[src/ltmu_pkg.sv]
// Purpose: Shared constants and carriers of the link test message unit
// Assumes: 125 MHz mclk; message fields packed first-sent bit at bit 0
// Notes:   Pattern octet k sits at bits 8k+7:8k of the pattern field
package ltmu_pkg;

  // ------------------------------------------------------------------
  // Clock and timing
  // ------------------------------------------------------------------
  localparam int unsigned CLK_HZ          = 125_000_000; // mclk rate
  localparam int unsigned ACK_DEADLINE_MS = 100;         // Answer limit
  localparam int unsigned ACK_WAIT_MS     = 1000;        // Wait for ack
  localparam int unsigned TEST_PERIOD_MS  = 10000;       // Test spacing
  // Longest time rounds down, least time rounds up
  localparam logic [31:0] ACK_DEADLINE_CYC =
    32'((64'(ACK_DEADLINE_MS) * 64'(CLK_HZ)) / 64'd1000);
  localparam logic [31:0] ACK_WAIT_CYC =
    32'((64'(ACK_WAIT_MS) * 64'(CLK_HZ) + 64'd999) / 64'd1000);
  localparam logic [31:0] TEST_PERIOD_CYC =
    32'((64'(TEST_PERIOD_MS) * 64'(CLK_HZ)) / 64'd1000);

  // ------------------------------------------------------------------
  // Field codes and sizes
  // ------------------------------------------------------------------
  localparam logic [3:0] SI_TEST_MAINT  = 4'h1; // Service indicator
  localparam logic [3:0] GRP_TEST       = 4'h1; // Test message group
  localparam logic [3:0] SIG_TEST       = 4'h1; // Link test message
  localparam logic [3:0] SIG_ACK        = 4'h2; // Link test ack
  localparam logic [3:0] SPARE_TX       = 4'h0; // Spare bits sent
  localparam int unsigned PAT_OCTETS    = 15;   // Most pattern octets
  localparam logic [3:0] OWN_PAT_LEN    = 4'h4; // Octets we send
  localparam logic [7:0] LFSR_SEED      = 8'h5a; // Nonzero start
  localparam logic [7:0] LFSR_TAPS      = 8'hb8; // Maximal 8-bit taps
  localparam logic [4:0] HDR_OCTETS     = 5'h06; // Label plus headings
  localparam int unsigned SLC_LSB       = 28;   // Link code in label

  // ------------------------------------------------------------------
  // Carriers
  // ------------------------------------------------------------------
  typedef struct packed
  {
    logic [8*PAT_OCTETS-1:0] pattern; // Last sent
    logic [3:0]              length;  // Pattern octets
    logic [3:0]              spare;   // Zero on send
    logic [3:0]              signal_type_code;
    logic [3:0]              message_group_code;
    logic [31:0]             label;   // First sent
  } ltmu_msg_t;

  typedef struct packed
  {
    logic       valid;             // Message present
    logic [3:0] sub_service_bits;  // Network indicator bits
    logic [3:0] service_ind;       // Service indicator
    logic [4:0] octets;            // Payload octet count
    ltmu_msg_t  information_payload_field;
  } ltmu_su_t;

  typedef enum logic [1:0]
  {
    LTMU_IDLE = 2'b00, // Waiting for test period
    LTMU_SEND = 2'b01, // Test queued for link
    LTMU_WAIT = 2'b11  // Awaiting acknowledgement
  } ltmu_state_t;

endpackage : ltmu_pkg

[src/ltmu_top.sv]
// Purpose: Link test message unit: answers tests, runs own tests
// Assumes: Link side logic on mclk; one message offered per rx pulse
// Notes:   Acks take priority over own tests on the transmit port, save in a cycle when a newer test replaces the owed ack
//
// How it works
// Answer each test within 100 ms; the code drops an ack not sent by then, or one replaced by a newer test
// Ack echoes received pattern exactly
// Acks always; own tests optional
// Own test sent periodically while in service
// Own tests independent of peer tests
// Matching ack ends test quietly
// No ack in 1 s fails test
// Wrong pattern ack fails test
// First failure repeats test once
// Second failure alerts management
// Service indicator 0001 on test traffic
// Payload is whole octets
// Group code 0001 means test messages
// Fixed field order, label sent first
// Signal code 0001 test, 0010 ack
// Length field counts pattern octets
// Label carries this link's code
// Spare bits sent zero, ignored received
// Drop spare group or undefined signal
module ltmu_top #(
  parameter logic [31:0] ACK_DEADLINE = ltmu_pkg::ACK_DEADLINE_CYC,
  parameter logic [31:0] ACK_WAIT     = ltmu_pkg::ACK_WAIT_CYC,
  parameter logic [31:0] TEST_PERIOD  = ltmu_pkg::TEST_PERIOD_CYC
)(
  input  wire logic              mclk,
  input  wire logic              reset_n,
  input  wire logic              in_service,
  input  wire logic              originate_en,
  input  wire logic [31:0]       own_label,
  input  wire logic [3:0]        link_code,
  input  wire ltmu_pkg::ltmu_su_t rx_su,
  output ltmu_pkg::ltmu_su_t     tx_su,
  input  wire logic              tx_ready,
  output logic                   test_pass,
  output logic                   test_retry,
  output logic                   mgmt_alarm,
  output logic                   ack_dropped
);

  // ------------------------------------------------------------------
  // State record
  // ------------------------------------------------------------------
  typedef struct packed
  {
    ltmu_pkg::ltmu_state_t ost;        // Own test sequencer
    logic                  retry;      // Repeat test running
    logic [31:0]           timer;      // Period or ack wait
    logic [7:0]            lfsr;       // Pattern source
    ltmu_pkg::ltmu_msg_t   sent;       // Last test sent
    logic                  ack_pend;   // Ack owed to peer
    logic [31:0]           ack_age;    // Cycles since test arrived
    ltmu_pkg::ltmu_su_t    ack_su;     // Ack waiting for link
    ltmu_pkg::ltmu_su_t    tx;         // Offered unit
    logic                  pass;       // Pulse
    logic                  retry_ev;   // Pulse
    logic                  alarm;      // Pulse
    logic                  drop;       // Pulse
  } ltmu_reg_t;

  ltmu_reg_t st_q;      // Registered state
  ltmu_reg_t st_d;      // Next state
  logic      rst_s1_q;  // Reset release stage one
  logic      rst_s2_q;  // Reset release stage two, used below

  // ------------------------------------------------------------------
  // Reset release
  // ------------------------------------------------------------------
  // Asserts at once, releases two edges later to avoid recovery issues
  always_ff @(posedge mclk or negedge reset_n)
  begin
    if (!reset_n)
    begin
      rst_s1_q <= 1'b0;
      rst_s2_q <= 1'b0;
    end
    else
    begin
      rst_s1_q <= 1'b1;
      rst_s2_q <= rst_s1_q;
    end
  end

  // ------------------------------------------------------------------
  // Helpers
  // ------------------------------------------------------------------
  // Compare only the octets that the length field covers
  function automatic logic pat_equal(
    input logic [8*ltmu_pkg::PAT_OCTETS-1:0] a,
    input logic [8*ltmu_pkg::PAT_OCTETS-1:0] b,
    input logic [3:0]                        len
  );
    logic eq;
    eq = 1'b1;
    for (int k = 0; k < ltmu_pkg::PAT_OCTETS; k++)
    begin
      if (k < int'(len) && a[8*k +: 8] != b[8*k +: 8])
      begin
        eq = 1'b0;
      end
    end
    return eq;
  endfunction : pat_equal

  // Own pattern: LFSR value offset per octet, zero past the length
  function automatic logic [8*ltmu_pkg::PAT_OCTETS-1:0] own_pattern(
    input logic [7:0] seed
  );
    logic [8*ltmu_pkg::PAT_OCTETS-1:0] p;
    p = '0;
    for (int k = 0; k < ltmu_pkg::PAT_OCTETS; k++)
    begin
      if (k < int'(ltmu_pkg::OWN_PAT_LEN))
      begin
        p[8*k +: 8] = seed + 8'(k);
      end
    end
    return p;
  endfunction : own_pattern

  // Label with this link's code placed in its link code field
  function automatic logic [31:0] link_label(
    input logic [31:0] lbl,
    input logic [3:0]  slc
  );
    logic [31:0] l;
    l = lbl;
    l[ltmu_pkg::SLC_LSB +: 4] = slc;
    return l;
  endfunction : link_label

  // ------------------------------------------------------------------
  // Receive decode
  // ------------------------------------------------------------------
  logic rx_ok;   // Well formed testing message
  logic rx_test; // Peer test arrived
  logic rx_ack;  // Ack to our test arrived

  // Spare bits never looked at; foreign codes fall through unused
  always_comb
  begin
    rx_ok = rx_su.valid &&
            rx_su.service_ind == ltmu_pkg::SI_TEST_MAINT &&
            rx_su.information_payload_field.message_group_code ==
              ltmu_pkg::GRP_TEST &&
            rx_su.octets == ltmu_pkg::HDR_OCTETS +
              5'(rx_su.information_payload_field.length);
    rx_test = rx_ok && rx_su.information_payload_field.signal_type_code
              == ltmu_pkg::SIG_TEST;
    rx_ack  = rx_ok && rx_su.information_payload_field.signal_type_code
              == ltmu_pkg::SIG_ACK;
  end

  // ------------------------------------------------------------------
  // Next state
  // ------------------------------------------------------------------
  always_comb
  begin
    logic ack_ok;   // Returned ack matches
    logic failed;   // Current test failed this cycle
    logic tx_free;  // Offer slot empty next
    ack_ok  = 1'b0;
    failed  = 1'b0;
    tx_free = 1'b0;
    st_d = st_q;
    st_d.pass     = 1'b0;
    st_d.retry_ev = 1'b0;
    st_d.alarm    = 1'b0;
    st_d.drop     = 1'b0;
    // Free running pattern source
    st_d.lfsr = {1'b0, st_q.lfsr[7:1]} ^
                (st_q.lfsr[0] ? ltmu_pkg::LFSR_TAPS : 8'h00);
    st_d.ack_age = st_q.ack_age + 32'h1;

    // Transmit slot drains on handshake
    if (st_q.tx.valid && tx_ready)
    begin
      st_d.tx.valid = 1'b0;
    end
    tx_free = !st_d.tx.valid;

    // Acknowledgement side, present in every build                  R3
    if (rx_test)
    begin
      // Newest test replaces any ack not yet offered to the link
      st_d.ack_pend = 1'b1;
      st_d.ack_age  = '0;
      st_d.ack_su.valid            = 1'b1;
      st_d.ack_su.sub_service_bits = rx_su.sub_service_bits;
      st_d.ack_su.service_ind      = ltmu_pkg::SI_TEST_MAINT;
      st_d.ack_su.octets           = rx_su.octets;
      st_d.ack_su.information_payload_field =
        rx_su.information_payload_field;
      st_d.ack_su.information_payload_field.label =
        link_label(rx_su.information_payload_field.label,
                   link_code);
      st_d.ack_su.information_payload_field.signal_type_code =
        ltmu_pkg::SIG_ACK;
      st_d.ack_su.information_payload_field.spare =
        ltmu_pkg::SPARE_TX;
    end
    else if (st_q.ack_pend)
    begin
      if (tx_free)
      begin
        // Ack goes out ahead of our own test                        R1
        st_d.tx       = st_q.ack_su;
        st_d.ack_pend = 1'b0;
      end
      else if (st_q.ack_age >= ACK_DEADLINE - 32'h1)
      begin
        // Too late to honour the limit; a stale ack helps no one    R1
        st_d.ack_pend = 1'b0;
        st_d.drop     = 1'b1;
      end
    end
    if (st_q.ack_pend && !rx_test)
    begin
      tx_free = 1'b0;
    end
    // An ack the link keeps refusing is pulled at the limit as well
    if (st_q.tx.valid && !tx_ready &&
        st_q.ack_age >= ACK_DEADLINE - 32'h1 &&
        st_q.tx.information_payload_field.signal_type_code ==
          ltmu_pkg::SIG_ACK)
    begin
      st_d.tx.valid = 1'b0;
      st_d.drop     = 1'b1;
    end

    // Own test sequencer, run by its own timer and the returned acks R5
    case (st_q.ost)
      ltmu_pkg::LTMU_IDLE:
      begin
        st_d.retry = 1'b0;
        if (!(in_service && originate_en))
        begin
          st_d.timer = '0;
        end
        else if (st_q.timer >= TEST_PERIOD - 32'h1)
        begin
          st_d.timer = '0;
          st_d.ost   = ltmu_pkg::LTMU_SEND;
          st_d.sent.label = link_label(own_label, link_code);
          st_d.sent.message_group_code = ltmu_pkg::GRP_TEST;
          st_d.sent.signal_type_code   = ltmu_pkg::SIG_TEST;
          st_d.sent.spare   = ltmu_pkg::SPARE_TX;
          st_d.sent.length  = ltmu_pkg::OWN_PAT_LEN;
          st_d.sent.pattern = own_pattern(st_q.lfsr);
        end
        else
        begin
          st_d.timer = st_q.timer + 32'h1;
        end
      end
      ltmu_pkg::LTMU_SEND:
      begin
        if (!in_service)
        begin
          st_d.ost = ltmu_pkg::LTMU_IDLE;
        end
        else if (tx_free)
        begin
          st_d.tx.valid            = 1'b1;
          st_d.tx.sub_service_bits = 4'h0;
          st_d.tx.service_ind      = ltmu_pkg::SI_TEST_MAINT;
          st_d.tx.octets = ltmu_pkg::HDR_OCTETS +
                           5'(st_q.sent.length);
          st_d.tx.information_payload_field = st_q.sent;
          st_d.timer = '0;
          st_d.ost   = ltmu_pkg::LTMU_WAIT;
        end
      end
      ltmu_pkg::LTMU_WAIT:
      begin
        // Timer runs from the offer; link holdoff counts against it
        if (rx_ack)
        begin
          ack_ok = pat_equal(
            rx_su.information_payload_field.pattern,
            st_q.sent.pattern, st_q.sent.length) &&
            rx_su.information_payload_field.length ==
            st_q.sent.length;
          if (ack_ok)
          begin
            st_d.pass = 1'b1;
          end
          else
          begin
            failed = 1'b1;
          end
        end
        else if (st_q.timer >= ACK_WAIT - 32'h1)
        begin
          failed = 1'b1;
        end
        else
        begin
          st_d.timer = st_q.timer + 32'h1;
        end
        if (ack_ok)
        begin
          st_d.ost   = ltmu_pkg::LTMU_IDLE;
          st_d.timer = '0;
          st_d.retry = 1'b0;
        end
        else if (failed && !st_q.retry)
        begin
          // Fresh pattern for the single repeat                     R9
          st_d.retry       = 1'b1;
          st_d.retry_ev    = 1'b1;
          st_d.ost         = ltmu_pkg::LTMU_SEND;
          st_d.sent.pattern = own_pattern(st_q.lfsr);
        end
        else if (failed)
        begin
          st_d.alarm = 1'b1;
          st_d.retry = 1'b0;
          st_d.timer = '0;
          st_d.ost   = ltmu_pkg::LTMU_IDLE;
        end
      end
      default:
      begin
        st_d.ost = ltmu_pkg::LTMU_IDLE;
      end
    endcase
  end

  // ------------------------------------------------------------------
  // State register
  // ------------------------------------------------------------------
  always_ff @(posedge mclk or negedge rst_s2_q)
  begin
    if (!rst_s2_q)
    begin
      st_q       <= '0;
      st_q.lfsr  <= ltmu_pkg::LFSR_SEED;
    end
    else
    begin
      st_q <= st_d;
    end
  end

  // ------------------------------------------------------------------
  // Outputs, all straight from the state register
  // ------------------------------------------------------------------
  assign tx_su       = st_q.tx;
  assign test_pass   = st_q.pass;
  assign test_retry  = st_q.retry_ev;
  assign mgmt_alarm  = st_q.alarm;
  assign ack_dropped = st_q.drop;

endmodule : ltmu_top

[config.mk]
export PLATFORM = sky130hd
export DESIGN_NAME = ltmu_top
export DESIGN_NICKNAME = d
export VERILOG_FILES = /design/src/ltmu_pkg.sv /design/src/ltmu_top.sv
export SDC_FILE = /design/constraint.sdc
export NUM_CORES = 1
export LEC_CHECK = 0
export BUFFER_PORTS_ARGS = -buffer_cell sky130_fd_sc_hd__buf_2
export CAP_MARGIN = 10
export CORE_UTILIZATION = 50
export DETAILED_ROUTE_END_ITERATION = 7
export PLACE_DENSITY = 0.85
export SETUP_SLACK_MARGIN = 0.05
export SYNTH_ARGS = -nofsm -noshare
export SYNTH_HDL_FRONTEND = slang
export SYNTH_SLANG_ARGS = --single-unit
[constraint.sdc]
create_clock -name mclk -period 35.8 [get_ports mclk]
set_input_delay 0 -clock mclk [delete_from_list [all_inputs] [get_ports mclk]]
set_output_delay 0 -clock mclk [all_outputs]
set_load 0.005 [all_outputs]
==> summary.md <==
| Metric | Value |
|---|---|
| Distinct cells, synth | `between 70 and 80` |
| Most frequent cell after synthesis | `nand2_1` |
| Overall routed net length | `66,960 µm` |
| CP Max Fanout | `between 80 and 90` |
| Port Buf Inserts | `396` |
| Register Area | `between 0.01 and 0.015 mm²` |
| Worst R2R End | `tx_su[148]` |
| Antenna-violating nets left | `0` |
| WS Path Type | `input pin to flip-flop` |
| Die area | `0.04627 mm²` |
| Fill cell count | `3,210` |
| Chip width | `between 200 and 250 µm` |
| Initial core utilization | `roughly half` |
| R2R depth | `6` |
| Number of global-route vias before repair | `between 15,000 and 20,000` |
| Chip height | `~220 µm` |
| Total GRT Usage | `between 20% and 30%` |
| Req. time, crit path | `approximately 36,000 ps` |
| Async S/R FF share, synth | `between 90% and 100%` |
| Max Cap Viol | `0` |
| CP cell instances | `dlygate4sd3_1 -> buf_2 -> inv_1 -> ha_1 -> xnor2_1 -> or3_4 -> a2111o_2 -> buf_4 -> nand2_1 -> nor2_4 -> buf_4 -> buf_4 -> nand2_1 -> a21oi_1` |
| Adder-cell share of the synthesized area | `0.6062%` |
| Row count | `77` |
| P_leak | `between 10 and 15 nW` |
| Syn Inst Count | `2,478` |
| Hold Vio Cnt, Final | `0` |
| Number of flops mapped to enable cells by yosys | `0` |
| Largest buffer count on any clock path | `3` |
| Resized cells post-CTS | `0` |
| WHS | `47.13 ps` |
| Hold Path End | `st_q[400]` |
| First-pass GRT wire length | `roughly 110,000 µm` |
| TritonRoute pass-1 iters | `6` |
| Reg-to-Reg Start | `tx_su[181]` |
| XOR/XNOR Fraction of Synth Area | `3.163%` |
| Clk sink count | `between 400 and 500` |
| Multiplexer area fraction after synthesis | `1.719%` |
| Synthesized cell area | `0.02271 mm²` |
| Antenna violations before repair | `2` |
| Clk_lat worst skew | `between 500 and 600 ps` |
| Max Slew Vio Count | `0` |
| Top_reg_cell synth | `dfrtp_1` |
| Syn_area_per_cell | `approximately 9.2 µm²` |
| WL per Instance | `approximately 19 µm` |
| Part of the Yosys area used for sequential elements | `54.80%` |
| CTS Root Cell | `clkbuf_16` |
| GR Overflow Total | `0` |
| Largest net degree at the start of global routing | `between 150 and 200` |
| Pwr per Cell Area | `53.59 mW/mm²` |
| Worst Max-Slew Pin Slew | `roughly 1200 ps` |
| Iter 0 DRT Violations | `between 2,000 and 2,500` |
| Fin Setup TNS | `0 ps` |
| Nets | `between 3,000 and 4,000` |
| Synth Area in Simple Gates | `21.76%` |
| Area grow syn2layout | `21.06%` |
| Final Critical Period | `5084 ps` |
| Post-layout util | `approximately 62%` |
| Area of the multi-input gates | `0.008235 mm²` |
| Crit share post-route | `between 10% and 20%` |
| Clock Skews | `roughly 19 ps` |
| Run status | `complete, no violations` |
| Dominant cell type by area after synthesis | `dfrtp_1` |
| Hpwl dp | `~39,000 µm` |
| Worst ir drop on vdd | `around 0.043 mV` |
| Compound-gate portion of the synthesized area | `8.795%` |
| Top post-synthesis cells by count | `nand2_1, dfrtp_1, buf_4` |
| Arr. time, crit path | `5590 ps` |
| Gp weighted congestion | `between 0.9 and 1` |
| Yosys synthesis warning count | `0` |
| Yosys reg bits | `497` |
| Crit path top cell by count | `buf_4` |
| Synth Net Count | `roughly 2,700` |
| Worst path slowest cell | `buf_4` |
| Hold_sp | `rx_su[37]` |
| Num CTS Buffers | `slightly above 50` |
| DRC viols | `0` |
| Vias per cell | `5.655` |
| IO Pins | `just over 400` |
| Setup crit start kind | `input pin` |
| RSZ-0062 raised after global routing | `false` |
| Largest family of logic cells by synthesized area | `simple AND/OR/NAND/NOR gates` |
| CP peak stage delay | `between 800 and 900 ps` |
| Clock slew at reported path FFs | `70 ps` |
| Slew HR | `21.40%` |
| Setup-failing EPs final | `0` |
| Share of cells above drive strength 1 | `19.68%` |
| Top area cells in the synthesized netlist | `dfrtp_1, nand2_1, buf_4, a21oi_1, xor2_1` |
| Max Clk Rate | `196.7 MHz` |
| Hold/Removal Path Class | `input pin to flip-flop` |
| Core Area | `around 0.045 mm²` |
| Vias | `19,628` |
| Top cell type's share of synthesized area | `a little over half` |
| H-Tree Depth | `2` |
| Crit path capture type | `flip-flop` |
| CTS tree | `built` |
| Hold path depth | `4` |
| FF-to-FF setup slack | `between 30,000 and 40,000 ps` |
[sequential cells by signal, indices dropped and copies added, names as in the netlist]
signal,flops
tx_su,182
ack_dropped,1
mgmt_alarm,1
test_pass,1
test_retry,1
rst_s1_q,1
rst_s2_q,1
st_q,309
[what timing repair did]
action,in CTS,in global routing
hold buffers,198,0
endpoints found under the hold margin,203,0
setup buffers,0,0
endpoints found under the setup margin,0,0
[logic make-up (layout without fill, tap and decap cells)]
kind of cell	Yosys count	after routing
mux	35	35
xor+xnor	82	82
other cells	1	4
compound gates	308	308
flops	497	497
fa+ha+maj	11	11
simple gates	1192	1192
buf+inv	352	750
[stage by stage]
stage,cells,worst slack (ps),power (W),instance area (µm²)
2_1_floorplan,2478,20930,0.0008409,22710
3_3_place_gp,3174,30930,0.0008839,23720
3_5_place_dp,3174,30860,0.0008915,23720
4_1_cts,3468,30910,0.001470,27480
5_1_grt,3470,30560,0.001529,27490
6_report,3471,30720,0.001473,27490
[per-layer routing]
metal	vias up	part of all wire (%)	global-route usage, %
li1	8642	-	-
met1	9564	37	34.02
met2	1124	49	48.12
met3	298	8.4	6.950
met4	0	5.4	14.42
met5	-	0	0
[where the power goes]
part           switching, W  internal, W
Clock              0.000229     0.000333
Sequential        0.0000350     0.000610
Combinational      0.000163     0.000103
[layout make-up]
| type | instances | area share [%] |
|---|---|---|
| repair buffers | 611 | 14.98 |
| multi-input cells | 1629 | 29.96 |
| well taps | 592 | 2.695 |
| flip-flops and latches | 497 | 45.28 |
| clock inverters | 19 | 0.8922 |
| inverters | 43 | 0.5872 |
| clock buffers | 77 | 5.585 |
| diodes | 3 | 0.02731 |
[how the worst max path moves through the flow]
| stage | startpoint | to | slack, ps | cells after the start |
|---|---|---|---|---|
| 6_report | rx_su[46] | tx_su[148] | 30720 | 14 |
| 5_1_grt | rx_su[46] | tx_su[148] | 30560 | 14 |
| 4_1_cts | rx_su[46] | tx_su[148] | 30910 | 14 |
| 3_5_place_dp | rx_su[46] | tx_su[149] | 30860 | 13 |
| 3_3_place_gp | rx_su[46] | tx_su[149] | 30930 | 13 |
| 2_1_floorplan | rst_s2_q | ack_dropped | 20930 | 0 |
[critical path: cells and delay by family]
kind,cells,cell delay (ps)
buffers and inverters,6,3270
AND/OR/NAND/NOR,4,1360
AO/OA/AOI/OAI,2,350
XOR/XNOR,1,240
adder cells (fa/ha/maj),1,210
[layout by cell type, fill, tap and decap left out, drive strengths merged, types with 17 or more instances in the layout]
master / synthesis / routed
o2bb2ai: 30 / 30
nand4: 18 / 18
nor4: 17 / 17
dlygate4sd3: 0 / 198
mux2: 32 / 32
o21ai: 26 / 26
inv: 43 / 44
dfrtp: 493 / 493
a31oi: 71 / 71
nand2: 877 / 877
buf: 234 / 413
clkbuf: 75 / 77
and3: 20 / 20
nand3: 47 / 47
a21oi: 131 / 131
xnor2: 25 / 25
nor2: 126 / 126
xor2: 57 / 57
nor3: 28 / 28
Power figures use the tool's default switching activity.
